**src/rtl/sapb_params.svh**
```systemverilog
// Constants for the stand-alone PWM brightness controller
`ifndef SAPB_PARAMS_SVH
`define SAPB_PARAMS_SVH

// Clock rate in kHz and brightness input frequency window in kHz
`define SAPB_CLK_KHZ 40000
`define SAPB_PWM_MIN_KHZ 2
`define SAPB_PWM_MAX_KHZ 10
// Longest legal period in cycles (2 kHz), rounded down
`define SAPB_PERIOD_MAX_CYC (`SAPB_CLK_KHZ / `SAPB_PWM_MIN_KHZ)
// Shortest legal period in cycles (10 kHz)
`define SAPB_PERIOD_MIN_CYC (`SAPB_CLK_KHZ / `SAPB_PWM_MAX_KHZ)
// Widths
`define SAPB_CNT_W 16
`define SAPB_CUR_W 8
`define SAPB_DUTY_W 8
// Full-scale duty value
`define SAPB_DUTY_FULL 8'hFF

`endif

```
**src/rtl/sapb_pkg.sv**
```systemverilog
// Types for the stand-alone PWM brightness controller
package sapb_pkg;
   typedef enum logic [1:0] {
      SAPB_IDLE,
      SAPB_LOAD,
      SAPB_RUN
   } sapb_state_t;
   typedef logic [7:0] sapb_cur_t;
   typedef logic [7:0] sapb_duty_t;
endpackage : sapb_pkg

```
**src/rtl/sapb_ctrl.sv**
```systemverilog
// Stand-alone brightness controller: one PWM input sets RGB LED levels
//
// Overview of operation
// Ready for stand-alone after reset, no setup
// Rising edge on brightness input enters mode
// Only the brightness input controls the mode
// Boost uses adaptive output voltage in mode
// Load RGB currents from calibration memory
// Brightness follows input PWM waveform
// Host keeps PWM between 2 and 10 kHz
// Example: 2 kHz PWM with 8 steps
// Measure duty each period, scale all channels
`include "sapb_params.svh"

module sapb_ctrl (
   // Clock and reset
   input wire logic mclk,
   input wire logic sys_rst,
   // Brightness input from host
   input wire logic brightness_pwm_input,
   // Calibration memory interface
   output logic cal_rd_req,
   input wire logic cal_rd_done,
   input wire sapb_pkg::sapb_cur_t cal_red,
   input wire sapb_pkg::sapb_cur_t cal_green,
   input wire sapb_pkg::sapb_cur_t cal_blue,
   // Mode and boost control
   output logic standalone_active,
   output logic boost_adaptive_en,
   // Measured duty and scaled channel levels
   output sapb_pkg::sapb_duty_t duty_level,
   output sapb_pkg::sapb_cur_t led_red,
   output sapb_pkg::sapb_cur_t led_green,
   output sapb_pkg::sapb_cur_t led_blue,
   // Direct channel enables follow the input waveform in the mode only
   output logic led_on
);
   import sapb_pkg::*;

   // Scale a calibrated current by the measured duty
   // Full duty returns the current exactly, so a solid-high input loses nothing
   function automatic sapb_cur_t scale_cur(input sapb_cur_t cur, input sapb_duty_t duty);
      logic [15:0] prod;
      prod = 16'(cur) * 16'(duty);
      if (duty == `SAPB_DUTY_FULL) begin
         return cur;
      end
      return prod[15:8];
   endfunction : scale_cur

   // Mode decode shared by the counters, the channels and the outputs
   function automatic logic in_run(input sapb_state_t st);
      return (st == SAPB_RUN);
   endfunction : in_run

   // Calibration fetch in progress
   function automatic logic in_load(input sapb_state_t st);
      return (st == SAPB_LOAD);
   endfunction : in_load

   // Mode state
   sapb_state_t state_q;
   sapb_state_t state_d;
   // Input edge detector
   logic pwm_prev_q;
   logic pwm_prev_d;
   logic rise;
   // Period and high-time counters
   logic [`SAPB_CNT_W-1:0] period_q;
   logic [`SAPB_CNT_W-1:0] period_d;
   logic [`SAPB_CNT_W-1:0] high_q;
   logic [`SAPB_CNT_W-1:0] high_d;
   // Duty divider and duty register
   logic [`SAPB_CNT_W+7:0] duty_num;
   logic [`SAPB_CNT_W+7:0] duty_quo;
   sapb_duty_t duty_new;
   sapb_duty_t duty_q;
   sapb_duty_t duty_d;
   // Period events
   logic run_now;
   logic load_done;
   logic period_end;
   logic long_ok;
   logic stuck;
   // Channel inputs and levels
   sapb_cur_t cal_in [3];
   sapb_cur_t lvl_out [3];
   // Direct channel enable
   logic led_on_q;
   logic led_on_d;

   // Calibration words gathered so the channels can be generated
   assign cal_in[0] = cal_red;
   assign cal_in[1] = cal_green;
   assign cal_in[2] = cal_blue;

   // Edge detector; reset to the idle low level of the pin, so a host that
   // already holds the line high at release is taken as a rising edge
   always_comb begin
      pwm_prev_d = brightness_pwm_input;
   end

   always_ff @(posedge mclk) begin
      if (sys_rst) begin
         pwm_prev_q <= 1'b0;
      end else begin
         pwm_prev_q <= pwm_prev_d;
      end
   end

   assign rise = brightness_pwm_input & ~pwm_prev_q;

   // Mode state machine; no serial setup is ever needed to leave idle
   always_comb begin
      state_d = state_q;
      case (state_q)
         // Only the brightness input can start the mode
         SAPB_IDLE: begin
            if (rise) begin
               state_d = SAPB_LOAD;
            end
         end
         // Hold the fetch request until the memory answers
         SAPB_LOAD: begin
            if (cal_rd_done) begin
               state_d = SAPB_RUN;
            end
         end
         // Mode is left only through reset
         SAPB_RUN: begin
            state_d = SAPB_RUN;
         end
         default: begin
            state_d = SAPB_IDLE;
         end
      endcase
   end

   always_ff @(posedge mclk) begin
      if (sys_rst) begin
         state_q <= SAPB_IDLE;
      end else begin
         state_q <= state_d;
      end
   end

   // Period events
   assign run_now = in_run(state_q);
   assign load_done = in_load(state_q) & cal_rd_done;
   assign period_end = run_now & rise;
   // Periods more than one cycle shorter than the fastest legal PWM are ignored
   assign long_ok = (period_q >= 16'(`SAPB_PERIOD_MIN_CYC - 1));
   // No edge for a whole slowest period: the input is parked
   assign stuck = run_now & ~rise & (period_q >= 16'(`SAPB_PERIOD_MAX_CYC));

   // Period and high-time counters; a rise restarts both at one because
   // the rising cycle is itself a high cycle of the new period
   always_comb begin
      period_d = period_q;
      high_d = high_q;
      if (load_done) begin
         period_d = '0;
         high_d = '0;
      end else if (period_end) begin
         period_d = 16'h0001;
         high_d = 16'h0001;
      end else if (stuck) begin
         period_d = '0;
         high_d = '0;
      end else if (run_now) begin
         period_d = period_q + 16'h0001;
         high_d = high_q + (brightness_pwm_input ? 16'h0001 : 16'h0000);
      end
   end

   always_ff @(posedge mclk) begin
      if (sys_rst) begin
         period_q <= '0;
         high_q <= '0;
      end else begin
         period_q <= period_d;
         high_q <= high_d;
      end
   end

   // Duty = high * 255 / period; the divider is combinational and wide, a
   // trade of area for a result that is ready in the cycle of the rise
   assign duty_num = {high_q, 8'h00} - {8'h00, high_q};
   assign duty_quo = (period_q == '0) ? '0 : duty_num / {8'h00, period_q};
   // High time never exceeds the period, so the quotient fits eight bits
   assign duty_new = duty_quo[7:0];

   // Duty register: updated at each long enough period, or forced when parked
   always_comb begin
      duty_d = duty_q;
      if (period_end && long_ok) begin
         duty_d = duty_new;
      end else if (stuck) begin
         duty_d = brightness_pwm_input ? `SAPB_DUTY_FULL : 8'h00;
      end
   end

   always_ff @(posedge mclk) begin
      if (sys_rst) begin
         duty_q <= 8'h00;
      end else begin
         duty_q <= duty_d;
      end
   end

   // One current register and one level register per colour channel
   for (genvar ch = 0; ch < 3; ch++) begin : g_chan
      sapb_cur_t cur_q;
      sapb_cur_t cur_d;
      sapb_cur_t lvl_q;
      sapb_cur_t lvl_d;

      // Capture the calibrated current, scale it at each long enough period end
      always_comb begin
         cur_d = cur_q;
         lvl_d = lvl_q;
         if (load_done) begin
            cur_d = cal_in[ch];
         end
         if (period_end && long_ok) begin
            lvl_d = scale_cur(cur_q, duty_new);
         end else if (stuck) begin
            lvl_d = brightness_pwm_input ? cur_q : 8'h00;
         end
      end

      always_ff @(posedge mclk) begin
         if (sys_rst) begin
            cur_q <= 8'h00;
            lvl_q <= 8'h00;
         end else begin
            cur_q <= cur_d;
            lvl_q <= lvl_d;
         end
      end

      assign lvl_out[ch] = lvl_q;
   end

   // Channel enable copies the input one cycle late, dark outside the mode
   always_comb begin
      led_on_d = run_now ? brightness_pwm_input : 1'b0;
   end

   always_ff @(posedge mclk) begin
      if (sys_rst) begin
         led_on_q <= 1'b0;
      end else begin
         led_on_q <= led_on_d;
      end
   end

   // Outputs
   assign cal_rd_req = in_load(state_q);
   assign standalone_active = run_now;
   assign boost_adaptive_en = run_now;
   assign duty_level = duty_q;
   assign led_red = lvl_out[0];
   assign led_green = lvl_out[1];
   assign led_blue = lvl_out[2];
   assign led_on = led_on_q;
endmodule : sapb_ctrl

```
**config.mk**
```make
export PLATFORM = sky130hd
export DESIGN_NAME = sapb_ctrl
export DESIGN_NICKNAME = d
export VERILOG_FILES = /design/src/rtl/sapb_pkg.sv /design/src/rtl/sapb_ctrl.sv
export VERILOG_INCLUDE_DIRS = /design/src /design/src/rtl
export SDC_FILE = /design/constraint.sdc
export NUM_CORES = 1
export LEC_CHECK = 0
export BUFFER_PORTS_ARGS = -buffer_cell sky130_fd_sc_hd__buf_2
export CORE_MARGIN = 2
export CORE_UTILIZATION = 65
export CTS_CLUSTER_DIAMETER = 120
export DETAILED_ROUTE_END_ITERATION = 16
export PLACE_DENSITY_LB_ADDON = 0.08
export SYNTH_ARGS = -nofsm -noshare
export SYNTH_HDL_FRONTEND = slang
export SYNTH_SLANG_ARGS = --single-unit
```
**constraint.sdc**
```tcl
create_clock -name mclk -period 75.9 [get_ports mclk]
set_input_delay 15.18 -clock mclk [delete_from_list [all_inputs] [get_ports mclk]]
set_output_delay 15.18 -clock mclk [all_outputs]
set_load 0.02 [all_outputs]
```
# ---- Yosys cells after proc, flatten, opt, wreduce, memory -nomap -nowiden
# Index checks and enable logic that the tools add are counted.
dict set report word_totals {
  inputBits 28
  output_inout_bits 36
  ff_bits 92
}
dict set report classes {
  mux 31
  mul 3
  magnitude_cmp 2
  n_eq_ne 5
  add_sub_neg 3
  div 1
  n_reduce_logical 9
  bitwise_logic 8
}
# operator n
set op_table {}
lappend op_table {{8-bit two-way mux} 19}
lappend op_table {{8-bit by 8-bit multiplier with 16-bit output} 3}
lappend op_table {{24-bit by 16-bit divider with 24-bit output} 1}
lappend op_table {{24-bit by 16-bit subtractor with 24-bit output} 1}
lappend op_table {{16-bit by 1-bit adder with 16-bit output} 1}
lappend op_table {{16-bit by 1-bit adder with 16-bit output, second input constant} 1}
lappend op_table {{16-bit by 12-bit greater-or-equal comparator with 1-bit output, second input constant} 1}
lappend op_table {{16-bit by 15-bit greater-or-equal comparator with 1-bit output, second input constant} 1}
lappend op_table {{16-bit zero test} 1}
lappend op_table {{1-bit two-way mux} 9}
lappend op_table {{8-bit equality test, second input constant} 1}
lappend op_table {{2-bit one-hot mux with 3 select lines} 1}
lappend op_table {{1-bit bitwise AND} 5}
lappend op_table {{2-bit two-way mux} 2}
lappend op_table {{2-bit OR reduction} 2}
lappend op_table {{4-bit OR reduction} 1}
lappend op_table {{1-bit inverter} 3}
lappend op_table {{3-bit nonzero test} 1}
lappend op_table {{2-bit by 1-bit equality test with 1-bit output, second input constant} 1}
lappend op_table {{2-bit equality test, second input constant} 1}
lappend op_table {{2-bit zero test} 1}
lappend op_table {{2-bit by 1-bit inequality test with 1-bit output, second input constant} 1}
lappend op_table {{2-bit inequality test, second input constant} 1}
lappend op_table {{2-bit AND reduction} 1}
lappend op_table {{2 further kinds} 2}

# ---- Depth between registers and ports, before layout
# Gate-level depths: netlist (run 1).
dict set report logic_depth {
  word_depth 8
  depth_mapped 300
}

# ---- Worst setup path after synthesis (run 1)
# OpenSTA, ideal clock, no wires.
dict set report synth_timing {
  path_kind {reg-to-reg}
  startpoint {register high_q[15]}
  endpoint {register g_chan[0].lvl_q[7], in the netlist led_red[7]}
  path_slack_ps 18325
  setup_ps 58
  n_path_buf 29
  period_less_slack_ps 57575
  t_required_ps 75842
  arrival_ps 57518
  path_stages_with_launch 275
  path_cell_list {dfxtp_1 inv_1 ha_1 or4_1 buf_2 or4_4 nor2_1 nand3_1 xnor2_1 ha_1 nor3b_1 or4_1 o211a_1 ha_1 nand2_1 or4_1 nor4_1 nand4b_1 [... 239 more ...] a211o_1 a2111oi_4 a31oi_1 clkbuf_1 clkbuf_1 nand2_1 fa_1 fa_1 inv_1 fa_1 ha_1 a211o_1 or2_2 o21a_1 a41o_1 o41a_1 nor4_1 a211o_1}
}
dict set report synth_between {
  elab_chain_cells 8
  word_cells_on_any_way 9
  classes_between {1 x add/sub; 1 x mul; 1 x div; 1 x eq/ne; 5 x mux}
}
# item line_no
set synth_lines {}
lappend synth_lines {{start, declared} sapb_ctrl.sv:71} ;# logic [`SAPB_CNT_W-1:0] high_q;
lappend synth_lines {{start signal, assigned} sapb_ctrl.sv:182} ;# high_q <= high_d;
lappend synth_lines {{24-bit by 16-bit subtractor with 24-bit output (*)} sapb_ctrl.sv:188} ;# assign duty_num = {high_q, 8'h00} - {8'h00, high_q};
lappend synth_lines {{24-bit by 16-bit divider with 24-bit output (*)} sapb_ctrl.sv:189} ;# assign duty_quo = (period_q == '0) ? '0 : duty_num / {8'h00, period_q};
lappend synth_lines {{8-bit two-way mux (*)} sapb_ctrl.sv:189}
lappend synth_lines {{branches (longest 3 deep; another with 8-bit by 8-bit multiplier with 16-bit output)} n/a}
lappend synth_lines {{8-bit two-way mux (*)} sapb_ctrl.sv:48} ;# return prod[15:8];
lappend synth_lines {{8-bit two-way mux (*)} sapb_ctrl.sv:225} ;# if (period_end && long_ok) begin
lappend synth_lines {{end signal, assigned} sapb_ctrl.sv:238} ;# lvl_q <= lvl_d;
lappend synth_lines {{end, declared} sapb_ctrl.sv:215} ;# sapb_cur_t lvl_q;
# Every way passes the cells marked *. The select of a mux whose other input is x is not followed.
# A chain may end at the register's enable or synchronous reset.

# ---- Final worst setup path (run 1)
# Same ends and word-level chain as after synthesis.

==> results of run 1 <==
## state kept, by name, summed over array words and instances, names as in the netlist
name / count
g_chan.cur_q: 24
high_q: 16
period_q: 16
duty_level: 8
led_blue: 8
led_green: 8
led_red: 8
state_q: 2
led_on: 1
pwm_prev_q: 1
## routing by layer
layer  part of all wire (%)  track usage, %  vias up  wire (um)
met2                     47            65.2      999      35000
met5                      0               0        -          0
met4                    6.2            22.6        0       4660
met3                    7.1            5.41      284       5340
met1                     40            46.4    11700      29800
li1                       -               -    11700          -
## cell families (layout without fill, tap and decap cells)
group                    count (synthesis)  in the layout  share of synthesized area [%]
buffers and inverters                  316            309                           5.05
AND/OR/NAND/NOR                       1238           1238                           24.3
flip-flops                              92             92                           7.61
AO/OA/AOI/OAI                          855            855                           24.4
adder cells (fa/ha/maj)                487            487                           28.4
XOR/XNOR                               197            197                           7.13
multiplexers                            65             65                           3.08
## synthesized netlist by cell type, types with 68 or more instances
cell type	count	area share [%]
o21ai_0	112	2.3
nor2_1	310	4.8
fa_1	105	8.7
nor3_1	109	2.3
xnor2_1	125	4.5
a21o_1	76	2.4
o21a_1	101	3.1
dfxtp_1	92	7.6
clkbuf_1	91	1.4
ha_1	382	20
a21oi_1	210	4.3
xor2_1	72	2.6
and3_1	76	2.0
inv_1	189	2.9
nand3_1	68	1.4
nand2_1	413	6.4
## worst max-delay path: cells and delay by family, from the launching register on
| family | cells | cell delay (ns) |
|---|---|---|
| compound gates | 145 | 37.43 |
| simple gates | 70 | 16.81 |
| mux | 4 | 1.26 |
| fa+ha+maj | 29 | 9.03 |
| xor+xnor | 1 | 0.16 |
| flops | 1 | 0.37 |
| buf+inv | 10 | 1.71 |
## cell usage in the layout (no fill, tap or decap), drive strengths merged, types with 11 or more instances in the layout
master,instances
or3,25
nor4,17
and3,76
mux2i,20
a21oi,214
inv,193
nor3,112
a211o,16
o211ai,29
a31oi,35
o22ai,30
nor2,311
xor2,72
a22oi,25
and2,52
o21a,101
buf,103
nand3,71
fa,105
a31o,12
o31ai,37
nand2b,32
a21boi,11
nand4,27
xnor2,125
a211oi,24
o21ai,129
nand2,416
a21o,78
or2,34
nor2b,27
ha,382
dfxtp,92
mux2,45
## final cells by class
class,count,share of cell area (%)
multi-input cells,2842,83.9
flip-flops and latches,92,7.30
inverters,190,2.83
repair buffers,103,2.44
well taps,468,2.32
clock buffers,9,0.893
clock inverters,7,0.362
## metrics by stage
stage | cell area, um^2 | setup slack, ns | hold WS (ns) | utilization, % | std cells
floorplan | 24200 | 18.32 | 0.502 | - | 3250
global placement | 24900 | 12.44 | 0.469 | 68.1 | 3695
detailed placement | 24900 | 10.44 | 0.468 | 68.1 | 3695
CTS | 25200 | 10.20 | 0.482 | 68.9 | 3711
global route | 25200 | 4.08 | 0.505 | 68.9 | 3711
finish | 25200 | 8.96 | 0.482 | 68.9 | 3711
## path summary, 6_finish.rpt
path,cells past startpoint,from,end
worst min-delay path,2,duty_level[7],duty_level[7]
worst min register to register,2,duty_level[7],duty_level[7]
worst max-delay path,259,high_q[15],led_red[7]
worst max register to register,259,high_q[15],led_red[7]
==> impl_metrics.ini, run 1 <==
[floorplanning]
pin_count = 64
die_x_um = 197
row_count = 70
coreArea_mm2 = 0.0366
start_util_pct = 66.1
dieArea_mm2 = 0.0388
dieHeight_um = 197

[clock_network]
htreeDepth = 3
cts_tree = built
cts_resized = 0
path_clk_slew_ns = 0.08
insertion_delay_ns = 0.38
clock_tree.root_cell = clkbuf_16
numCtsBuffers = 9
cts.sinks = 92
cts_buffer_depth = 2
cts.hold.buffers_added = 0
cts_setup_buffers = 0

[sta]
worst_slew_pin_slew_ns = 1.10
hold_viol_final = 0
fin_skew_ns = 0.0185
finalSetupViolCount = 0
relSlewSlack_pct = 25.9
drv_slew = 0
finalSetupTns_ns = 0
final.period_utilization_pct = 88.2
rsz0062_at_grt = no
clock.fmax_ghz = 0.0149
period_minus_slack_ns = 66.94

[critical_path]
max_stage_delay_ns = 0.89
startpoint_type = register
path_max_fanout = 53
worstSetupPathType = register to register
arrival_ns = 67.27
cp_slowest_cell = o22ai_1
crit_top_cell = ha_1
rrSetupSlack_ns = 8.96
crit_path_end_kind = register
worstPathRequired_ns = 76.22

[placed_design]
port_buffers = 63
place_congestion = 1.00
post-dp-hpwl_um = 57600

[synthesis]
ys_seq_area_share_pct = 7.61
synthesis.area_mm2 = 0.0242
ys_ff_latch = 92
async_flop_share_pct = 0
synth_warnings = 0
synth_nets = 3765
synth_area_per_cell_um2 = 7.44
ys.flop_type = dfxtp_1
synth_enable_flop_cells = 0
synth.distinct_cells = 111
syn_inst = 3250

[layout]
fin_nets = 3753
fill_cells = 3172
num_antenna_cells = 0
area_growth_pct = 4.29
drive_above_1_share_pct = 8.05
multi_input_area_mm2 = 0.0212
regArea_mm2 = 0.00184

[outcome]
status = complete, no violations

[routing]
drc = 0
final_antenna_net_count = 0
avgViaCountPerCell = 6.65
drt_iter0_drc = 1759
vias = 24700
first_pass_iters = 6
routed_wl_um = 74800
wire_per_inst_um = 20.2

[grt]
grt_pass1_wl_um = 120000
antenna_found_initial = 0
grtUsageTotal_pct = 38.4
overflow = 0
grt_start_max_net_pins = 62
grt_pass1_vias = 24100

[job]
drv_cap = 0

[hold_path]
hp-class = register to register
Power of run 1 is not shown: default switching activity piles up to over one toggle a cycle in this logic, so the estimate is an artifact.
==> inputs of run 2 (changes only) <==
--- a/config.mk
+++ b/config.mk
@@ -12,6 +12,7 @@
 export CTS_CLUSTER_DIAMETER = 120
 export DETAILED_ROUTE_END_ITERATION = 16
 export PLACE_DENSITY_LB_ADDON = 0.08
+export SLEW_MARGIN = 25
 export SYNTH_ARGS = -nofsm -noshare
 export SYNTH_HDL_FRONTEND = slang
 export SYNTH_SLANG_ARGS = --single-unit
==> constraint.sdc (replaced) <==
create_clock -name mclk -period 68.4 [get_ports mclk]
set_input_delay 13.68 -clock mclk [delete_from_list [all_inputs] [get_ports mclk]]
set_output_delay 13.68 -clock mclk [all_outputs]
set_load 0.02 [all_outputs]
==> impl_metrics.ini, run 2 (synthesized netlist as in run 1, its figures left out) <==
[clock_network]
htreeDepth = 3
path_clk_slew_ns = 0.08
clock_tree.root_cell = clkbuf_16
cts_tree = built
cts_buffer_depth = 2
cts.sinks = 92
numCtsBuffers = 9
cts.hold.buffers_added = 0
insertion_delay_ns = 0.37

[sta]
finalSetupViolCount = 0
relSlewSlack_pct = 40.1
hold_viol_final = 0
final.period_utilization_pct = 93.3
hold_slack_ns = 0.493
fin_skew_ns = 0.0138
clock.fmax_ghz = 0.0157
rsz0062_at_grt = no
worst_slew_pin_slew_ns = 0.896
period_minus_slack_ns = 63.80
finalSetupTns_ns = 0
drv_slew = 0

[layout]
drive_above_1_share_pct = 8.51
top_regs = g_chan.cur_q x24, high_q x16, period_q x16
final_common_cell = nand2_1
final_cell_area_mm2 = 0.0253
final_cell_mix = nand2_1, ha_1, nor2_1
top_register = g_chan.cur_q
largest_reg_flops = 24
fin_nets = 3755
area_growth_pct = 4.67
num_antenna_cells = 0

[critical_path]
cp_slowest_cell = a2111oi_0
worstSetupPathType = register to register
worstPathRequired_ns = 68.71
crit_top_cell = o21a_1
cp_top_family = compound AO/OA/AOI/OAI gates
max_stage_delay_ns = 0.56
cp_num_buf_inv = 10
arrival_ns = 64.11
crit_path_end_kind = register
path_max_fanout = 53
startpoint_type = register

[routing]
drt_iter0_drc = 1845
avgViaCountPerCell = 6.66
final_antenna_net_count = 0
vias = 24700
drc = 0
first_pass_iters = 8
wire_per_inst_um = 20.5
routed_wl_um = 76000

[job]
drv_cap = 0

[floorplanning]
coreArea_mm2 = 0.0366
pin_count = 64
dieArea_mm2 = 0.0388
dieHeight_um = 197
start_util_pct = 66.1
die_x_um = 197
row_count = 70

[placed_design]
placed_area_mm2 = 0.0249
port_buffers = 63
post-dp-hpwl_um = 58100
place_congestion = 0.987

[outcome]
status = complete, no violations

[grt]
grtUsageTotal_pct = 38.5
grt_pass1_wl_um = 121000
overflow = 0
antenna_found_initial = 0
grt_start_max_net_pins = 62
grt_pass1_vias = 24000

[hold_path]
hp-class = register to register
[run 2: layer usage]
layer  vias to the layer above  track usage, %  part of all wire, %
met3                       278            5.84                  7.6
met2                      1088            67.1                   47
met5                         -               0                    0
met1                     11700            45.8                   39
li1                      11700               -                    -
met4                         0            19.9                  5.6
[run 2: cell type report]
type	instances	area [um^2]
Multi-Input combinational cell	2843	21300
Clock inverter	6	72.6
Fill cell	3101	11300
Tap cell	468	586
Timing Repair Buffer	104	623
Sequential cell	92	1840
Inverter	190	713
Clock buffer	9	225
[run 2: path summary, 6_finish.rpt]
path              slack (ns)       endpoint  cells past startpoint          start
setup / recovery        4.60     led_red[7]                    265      high_q[8]
setup reg to reg        4.60     led_red[7]                    265      high_q[8]
hold / removal          0.49  duty_level[3]                      2  duty_level[3]
hold reg to reg         0.49  duty_level[3]                      2  duty_level[3]
[run 2: timing repair]
item,in CTS,in global routing
resized for setup,0,21
setup endpoints to repair,0,25
setup buffers,0,2
[run 2: through the flow]
stage	cells	setup slack, ns	utilization (%)
CTS	3709	2.08	68.9
global placement	3694	4.67	68.0
global route	3712	0.00190	69.2
detailed placement	3694	2.25	68.0
floorplan	3250	10.82	-
finish	3712	4.60	69.2
[run 2: tightest hold or removal path: stages, from the launching register on]
cell and delay, ns:
dfxtp_1 0.31, nand2_1 0.05, a31oi_1 0.08
Power of run 2 is left out for the same reason.
